## config.mk

```make
export PLATFORM = sky130hd
export DESIGN_NAME = crd_slave
export DESIGN_NICKNAME = d
export VERILOG_FILES = /design/src/core/crd_pkg.sv /design/src/core/crd_slave.sv /design/src/core/crd_encoder.sv
export SDC_FILE = /design/constraint.sdc
export NUM_CORES = 1
export LEC_CHECK = 0
export ABC_AREA = 1
export BUFFER_PORTS_ARGS = -buffer_cell sky130_fd_sc_hd__clkbuf_2
export CELL_PAD_IN_SITES_DETAIL_PLACEMENT = 1
export CELL_PAD_IN_SITES_GLOBAL_PLACEMENT = 1
export CORE_MARGIN = 1.5
export CORE_UTILIZATION = 27
export DETAILED_ROUTE_END_ITERATION = 8
export PLACE_DENSITY = 0.9
export SLEW_MARGIN = 40
export SYNTH_ARGS = -nofsm -noshare
export SYNTH_HDL_FRONTEND = slang
export SYNTH_SLANG_ARGS = --single-unit
```

## constraint.sdc

```tcl
create_clock -name clk -period 1.6 [get_ports clk]
set_input_delay 0.16 -clock clk [delete_from_list [all_inputs] [get_ports clk]]
set_output_delay 0.16 -clock clk [all_outputs]
set_load 0.05 [all_outputs]
```

## src/core/crd_pkg.sv

```systemverilog
package crd_pkg;

	// ****************************************************************
	// Address layout
	// ****************************************************************
	localparam int ADDR_W = 18;
	localparam int DATA_W = 16;
	localparam int COL_W = 12;
	localparam int CODE_W = 8;
	localparam logic [4:0] TOP_REGION = 5'h1F;
	localparam int TOP_LSB = 13;
	localparam int STRAP_LSB = 3;
	localparam int STRAP_W = 10;
	// Strap pattern for the standard block: fitted straps on address bits 3, 7 and 8 (strap bits 0, 4 and 5).
	localparam logic [9:0] STRAP_DEFAULT = 10'h031;
	localparam logic [17:0] BLOCK_BASE = 18'h3FE70;

	// ****************************************************************
	// Register word offsets and select encodings
	// ****************************************************************
	localparam logic [1:0] SEL_STATUS = 2'h0;
	localparam logic [1:0] SEL_COLUMN = 2'h1;
	localparam logic [1:0] SEL_CODE = 2'h2;
	localparam logic [1:0] SEL_SPARE = 2'h3;
	localparam logic [2:0] OFF_STATUS = 3'h0;
	localparam logic [2:0] OFF_COLUMN = 3'h2;
	localparam logic [2:0] OFF_CODE = 3'h4;

	// ****************************************************************
	// Mode control codes
	// ****************************************************************
	localparam logic [1:0] MODE_DATI = 2'h0;
	localparam logic [1:0] MODE_DATIP = 2'h1;
	localparam logic [1:0] MODE_DATO = 2'h2;
	localparam logic [1:0] MODE_DATOB = 2'h3;

	// ****************************************************************
	// Status register layout and reset value
	// ****************************************************************
	localparam logic [15:0] STATUS_WR_MASK = 16'h0043;
	localparam logic [15:0] STATUS_RESET = 16'h0000;
	localparam logic [15:0] LOW_BYTE_MASK = 16'h00FF;

	typedef enum logic [1:0] {
		ST_IDLE,
		ST_ACK,
		ST_WAIT
	} crd_state_t;

	// Bus request as it arrives on the receivers.
	typedef struct packed {
		logic [17:0] addr;
		logic [1:0] mode;
		logic msyn;
	} crd_req_t;

	// Decoded cycle: four selects and the gating signals.
	typedef struct packed {
		logic match;
		logic [3:0] sel;
		logic gate_in;
		logic gate_out_low;
		logic gate_out_high;
	} crd_dec_t;

endpackage

```

## src/core/crd_slave.sv

```systemverilog
// Notes on behaviour
// - Answer only the four-word address block that the straps select.
// - Bits 12:3 match straps: fitted wants zero.
// - Bits 17:13 must all be one.
// - Lowest address bit selects byte only.
// - Bits 2:1 decode to select 0,2,4,6.
// - Select 6 has no register but answers.
// - Modes 00,01 gate in; 10,11 gate out.
// - Byte bit steers low or high out gate.
// - All read; only status accepts writes.
// - Reads return status, column, code or zero.
// - Column buffer is twelve parallel zone bits.
// - Encoder yields eight-bit code in low byte.
// - Sixteen-bit status reports and accepts commands.
// - Transfers need select and matching gate.
// - Decode uses address, mode and strap inputs.
// - Out means master to device, in reverse.
// - Inhibit input low withholds the acknowledge.
`timescale 1ns/10ps
`default_nettype none

module crd_slave (
	input wire logic clk,
	input wire logic nrst,
	input wire logic [17:0] bus_addr,
	input wire logic [1:0] bus_mode,
	input wire logic bus_msyn,
	input wire logic acknowledge_inhibit_n,
	input wire logic [9:0] address_strap,
	input wire logic [15:0] bus_data_in,
	input wire logic [11:0] column_image_buffer,
	input wire logic [15:0] reader_status,
	output logic [15:0] bus_data_out,
	output logic bus_data_oe,
	output logic bus_ssyn,
	output logic [15:0] card_status_control,
	output logic command_strobe
);

	// ****************************************************************
	// State
	// ****************************************************************
	typedef struct packed {
		logic [2:0] msyn_sync;
		logic msyn;
		crd_pkg::crd_state_t state;
		logic [15:0] ctrl;
		logic [15:0] rdata;
		logic rd_oe;
		logic cmd;
	} crd_regs_t;

	crd_regs_t r_q;
	crd_regs_t r_d;
	crd_pkg::crd_req_t req;
	crd_pkg::crd_dec_t dec;
	logic [7:0] code;

	// Address match against region and straps, select and gate decode.
	function automatic crd_pkg::crd_dec_t decode(input crd_pkg::crd_req_t rq, input logic [9:0] strap);
		crd_pkg::crd_dec_t d;
		d.match = (rq.addr[17:crd_pkg::TOP_LSB] == crd_pkg::TOP_REGION)
			&& (rq.addr[12:crd_pkg::STRAP_LSB] == ~strap);
		d.sel = 4'h1 << rq.addr[2:1];
		d.gate_in = (rq.mode == crd_pkg::MODE_DATI) || (rq.mode == crd_pkg::MODE_DATIP);
		// The byte bit alone steers a write to the low or the high gate.
		d.gate_out_low = rq.mode[1] && !rq.addr[0];
		d.gate_out_high = rq.mode[1] && rq.addr[0];
		return d;
	endfunction

	// ****************************************************************
	// Decode
	// ****************************************************************
	// Address and mode are stable while the strobe is up, so they need no synchroniser.
	assign req.addr = bus_addr;
	assign req.mode = bus_mode;
	assign req.msyn = r_q.msyn;
	assign dec = decode(req, address_strap);

	// The compressor works on the live column, so a read returns the code present at the taking edge.
	crd_encoder u_enc (
		.column(column_image_buffer),
		.code(code)
	);

	// Next state: the strobe passes three flops and counts when the last two agree.
	always_comb begin
		r_d = r_q;
		r_d.msyn_sync = {r_q.msyn_sync[1:0], bus_msyn};
		// A one-edge glitch on the strobe is dropped because the last two stages must agree.
		if (r_q.msyn_sync[2] == r_q.msyn_sync[1]) begin
			r_d.msyn = r_q.msyn_sync[2];
		end
		r_d.cmd = 1'b0;
		// A cycle is taken only from idle, so a strobe that stays high is never answered twice.
		case (r_q.state)
			crd_pkg::ST_IDLE: begin
				r_d.rd_oe = 1'b0;
				if (req.msyn && dec.match) begin
					r_d.state = crd_pkg::ST_ACK;
					if (dec.gate_in) begin
						r_d.rd_oe = 1'b1;
						r_d.rdata = 16'h0000;
						if (dec.sel[crd_pkg::SEL_STATUS]) begin
							r_d.rdata = r_q.ctrl | (reader_status & ~crd_pkg::STATUS_WR_MASK);
						end else if (dec.sel[crd_pkg::SEL_COLUMN]) begin
							r_d.rdata = {4'h0, column_image_buffer};
						end else if (dec.sel[crd_pkg::SEL_CODE]) begin
							r_d.rdata = {8'h00, code};
						end
					end else if (dec.gate_out_low && dec.sel[crd_pkg::SEL_STATUS]) begin
						// High-byte gate is left open, so only the low byte is loaded.
						r_d.ctrl = (bus_data_in & crd_pkg::STATUS_WR_MASK)
							| (r_q.ctrl & ~crd_pkg::STATUS_WR_MASK);
						r_d.cmd = 1'b1;
					end
				end
			end
			crd_pkg::ST_ACK: begin
				// The master owns the end of the cycle, so the answer stands until its strobe drops.
				if (!req.msyn) begin
					r_d.state = crd_pkg::ST_IDLE;
					r_d.rd_oe = 1'b0;
				end
			end
			default: begin
				// An unreachable code falls back to idle and stops driving the data lines.
				r_d.state = crd_pkg::ST_IDLE;
				r_d.rd_oe = 1'b0;
			end
		endcase
	end

	// Register the whole state in one place.
	always_ff @(posedge clk) begin
		if (!nrst) begin
			r_q.msyn_sync <= 3'h0;
			r_q.msyn <= 1'b0;
			r_q.state <= crd_pkg::ST_IDLE;
			r_q.ctrl <= crd_pkg::STATUS_RESET;
			// Read data is cleared too, so nothing stale waits behind the output enable.
			r_q.rdata <= 16'h0000;
			r_q.rd_oe <= 1'b0;
			r_q.cmd <= 1'b0;
		end else begin
			r_q <= r_d;
		end
	end

	// Acknowledge is withheld while the inhibit pin is grounded.
	assign bus_ssyn = (r_q.state == crd_pkg::ST_ACK) && acknowledge_inhibit_n;
	assign bus_data_out = r_q.rdata;
	assign bus_data_oe = r_q.rd_oe;
	assign card_status_control = r_q.ctrl;
	assign command_strobe = r_q.cmd;
endmodule // crd_slave

`default_nettype wire

```

## src/core/crd_encoder.sv

```systemverilog
`timescale 1ns/10ps
`default_nettype none

// ****************************************************************
// Column compressor
// ****************************************************************
module crd_encoder (
	input wire logic [11:0] column,
	output logic [7:0] code
);

	// Zones 12, 11, 0, 9 and 8 land on bits 7 to 3; zones 1 to 7 OR their octal numbers together.
	always_comb begin
		code[7:3] = {column[11:9], column[0], column[1]};
		code[2:0] = 3'h0;
		for (int z = 1; z <= 7; z++) begin
			if (column[9 - z]) begin
				code[2:0] = code[2:0] | z[2:0];
			end
		end
	end

endmodule // crd_encoder

`default_nettype wire

```

==> Yosys cells after proc, flatten, opt, wreduce, memory -nomap -nowiden <==
Cells that the tools add are included.
{ "totals": {"word_cells": 55, "ff_bits": 40, "out_inout_bits": 35} }
{ "classes": {"mux": 20, "reduce_logical": 13, "eq_ne": 7, "bitwise": 7, "n_shift": 1} }
{ "ops": {"columns": ["cell", "count"], "rows": [
  ["two-way mux 16 bit", 4],
  ["two-way mux 36 bit", 1],
  ["two-way mux 17 bit", 1],
  ["OR 16 bit", 1],
  ["OR 7 x 16 -> 16 bit", 1],
  ["two-way mux 3 bit", 4],
  ["== test 10 bit", 1],
  ["NOT 10 bit", 1],
  ["two-way mux 8 bit", 1],
  ["two-way mux 2 bit", 3],
  ["== test 5 bit, second input constant", 1],
  ["logical AND 1 bit", 5],
  ["== test 2 x 1 -> 1 bit, second input constant", 2],
  ["logical NOT 2 bit", 2],
  ["two-way mux 1 bit", 4],
  ["!= test 2 bit, second input constant", 2],
  ["NOT 1 bit", 4],
  ["case mux 2 bit (2 select lines)", 1],
  ["AND reduction 4 bit", 1],
  ["OR reduction 4 bit", 1],
  ["AND reduction 3 bit", 1],
  ["<< shifter 1 x 2 -> 3 bit, first input constant", 1],
  ["case mux 1 bit (2 select lines)", 1],
  ["AND reduction 2 bit", 1],
  ["other kinds (3)", 3]
]} }

==> Depth between registers and ports, before layout <==
{ "depth": {"depth_word": 13, "depth_mapped": 11} }

==> Hierarchy <==
From an unflattened synthesis, not the netlist that was laid out.
{ "unflattened": {"hier_cells": 330, "area_unflattened_um2": 1903.1} }
{ "modules_own_cells": {"columns": ["module", "instances", "cells_per_inst", "area_per_inst_um2"], "rows": [
  ["crd_slave", 1, 317, 1833.0],
  ["crd_encoder", 1, 13, 70.1]
]} }

==> Worst setup path before layout <==
No wires, ideal clock.
{ "synth_path": {"path_kind": "register -> register", "startpoint": "register r_q[36] (netlist name)", "endpoint": "register r_q (netlist bit bus_data_out[12])", "setup_ps": 113, "stages_incl_launch_ff": 11, "t_arrival_ps": 1247, "setup_slack_ps": 240, "required_time_ps": 1487, "path_cell_list": "dfxtp_1 nand2_1 inv_1 nand2_1 nor2_1 nand2_1 nor2_2 nand4_4 buf_6 nor2_1 nor2_1"} }
{ "synth_between": {"elab_chain_cells": 2} }
{ "synth_rtl": {"columns": ["item", "line_no", "source"], "rows": [
  ["start: declaration", "crd_slave.sv:53", "crd_regs_t r_q;"],
  ["start signal: assignment", "crd_slave.sv:147", "r_q <= r_d;"],
  ["logical AND 1 bit", "crd_slave.sv:100", "if (req.msyn && dec.match) begin"],
  ["AND reduction 3 bit (no line)", null, null]
]} }
No other way between the ends.
A chain may end at the register's enable or synchronous reset.

==> Worst setup path in the final report <==
{ "layout_path": {"startpoint": "register r_q[36] (netlist name)", "endpoint": "register r_q (netlist bit bus_data_out[6])"} }
The elaborated chain is that of the path after synthesis.

==> flow_summary.json <==
{
  "die-area_um2": 7300,
  "clk_pin_slew_ps": 90,
  "via_per_inst": 4.43,
  "grt_first_pass_wirelength_um": 8800,
  "vias": 1991,
  "grt.overflow.total": 0,
  "timing.slew.headroom_pct": 63.6,
  "hpwl_um": 4430,
  "cts-root-buf": "clkbuf_8",
  "drc": 5,
  "ys_seq_area_share_pct": 28.4,
  "ir_worst_vdd_mv": 0.285,
  "skew_ps": 1.88,
  "critPathKind": "reg2reg",
  "fin_ws_ps": 132,
  "ys_seq_elements": 26,
  "start_util_pct": 28.4,
  "gpl.final_weighted_congestion": 0.910,
  "violations": "design-rule violations",
  "drive_above_1_share_pct": 25.8,
  "cts_tree": "done",
  "clockBufferDepth": 2,
  "routed_wirelength_um": 5370,
  "final_area_um2": 2220,
  "first_iter_violations": 86,
  "rows": 29,
  "status": "complete, but fails checks",
  "cp.required_ps": 1810,
  "ys_warn_count": 0,
  "avgSynthCellArea_um2": 6.03,
  "drt-pass1-iter-count": 6,
  "synthCells": 304,
  "dpl_worst_slack_ps": -8.71,
  "setup_viol": 0,
  "syn_area_um2": 1830,
  "clkLatencyLatePin_ps": 270,
  "placed_cell_area_um2": 2150,
  "wl_per_cell_um": 12.0,
  "post_cts_resize_count": 0,
  "maxCapViolations": 0,
  "synth_cell_types": 23,
  "cts_made_buffers": 3,
  "io_pins": 113,
  "coreArea_um2": 6460,
  "io_buffers": 82,
  "cp_max_fo": 19,
  "start_kind": "flip-flop",
  "hold_path_class": "in2reg",
  "layout.nets": 451,
  "maxSlewViolCount": 0,
  "final.setup.tns_ps": 0,
  "fmax_mhz": 681,
  "fp.dieH_um": 85.4,
  "globalRouteTotalUtil_pct": 14.9,
  "power.leakage_nw": 1.34,
  "area_delta_synth_final_pct": 21.3,
  "p_per_area_nw_per_um2": 617,
  "critPathCaptureType": "flip-flop",
  "hold_violations": 0,
  "worst_slew_pin_slew_ps": 544,
  "period_needed_ps": 1470,
  "die_w_um": 85.4,
  "finalCritPeriodShare_pct": 91.8,
  "antenna_found_initial": 0,
  "ant_nets": 0,
  "grt_max_degree": 25,
  "n_antenna_cell": 0,
  "htree_levels": 1,
  "clock-sinks": 26,
  "critical_path_arrival_ps": 1680,
  "grt_pass1_vias": 2046
}
## repair_timing
| item | 4_1_cts | 5_1_grt |
|---|---|---|
| setup buffers | 0 | 1 |
| hold buffers | 0 | 0 |
| endpoints found under the setup margin | 0 | 17 |
## power breakdown
part	leakage (nW)	internal, W	total [W]	switching [W]
combinational	1.10	0.0000995	0.000292	0.000192
clock	0.0288	0.000220	0.000431	0.000211
sequential	0.210	0.000650	0.000651	0.00000117
## cell usage in the layout (no fill, tap or decap), types with 5 or more instances in the layout
cell / n
buf_4: 7
clkbuf_2: 82
conb_1: 13
dfxtp_1: 26
inv_1: 45
nand2_1: 83
nand3_1: 23
nor2_1: 57
o211ai_1: 5
o21ai_0: 8
## cells in the mapped netlist, drive strengths merged
cell type  instances  area (um^2)
o211ai             5         37.5
o221ai             1         8.76
nand4              3         33.8
nor2              58          220
conb               1         3.75
inv               45          169
a21oi              3         15.0
o21ai              8         40.0
clkinv             2         7.51
buf               35          268
nand3             23          115
o21a               1         7.51
dfxtp             26          521
nand2             83          312
clkbuf             3         21.3
xor2               4         35.0
nor3               1         5.00
o31ai              2         15.0
## registers in the layout (all words and copies together), names as in the netlist
name,cells
card_status_control,3
r_d,2
command_strobe,1
r_q,3
bus_data_oe,1
bus_data_out,16
## metal layers
layer | vias up | global-route usage, % | share of wire [%] | wire, um
met4 | 0 | 4.55 | 1.8 | 97
met3 | 8 | 2.72 | 4.5 | 243
met2 | 48 | 29.4 | 55 | 2940
met5 | - | 0 | 0 | 0
li1 | 1016 | - | - | -
met1 | 919 | 15.6 | 39 | 2090
## worst max-delay path: stages (launching register included)
cell and delay [ps]:
dfxtp_1 330, nand2_1 60, inv_1 70, nand2_1 50, nor2_1 110, nand2_1 70, nor2_2 200, nand4_4 130
buf_12 180, nand2_1 60, nand2_1 40, nor2_1 110
## final timing paths
| kind | start | end | slack [ps] | depth (start not counted) |
|---|---|---|---|---|
| worst max-delay path | r_q[36] | bus_data_out[6] | 130 | 11 |
| worst min-delay path | bus_msyn | r_d[38] | 70 | 3 |
| worst max register to register | r_q[36] | bus_data_out[6] | 130 | 11 |
| worst min register to register | r_d[38] | r_d[39] | 430 | 2 |
## kinds of logic after synthesis
logic type	share of synthesized area (%)
xor gates and xnor gates	1.91
and+or+nand+nor	37.4
DFF	28.4
buffers and inverters	25.4
AOI/OAI and AO/OA	6.75
other	0.204
## metrics by stage
step / hold slack, ps / util [%] / power, W / std cells
6_report: 71.6 / 34.4 / 0.00137 / 449
5_1_grt: 77.0 / 34.4 / 0.00145 / 449
4_1_cts: 64.4 / 34.1 / 0.00140 / 448
3_5_place_dp: 359 / 33.3 / 0.000957 / 444
3_3_place_gp: 347 / 33.3 / 0.000948 / 444
2_1_floorplan: 258 / - / 0.000862 / 316
## final cells by class
cell class,instances,area (um^2)
fill,891,4230
multi-input combinational,205,893
sequential,26,520
timing repair buffer,90,483
inverter,47,176
tap,77,96.3
clock buffer,4,55.1
Power figures use the tool's default switching activity.
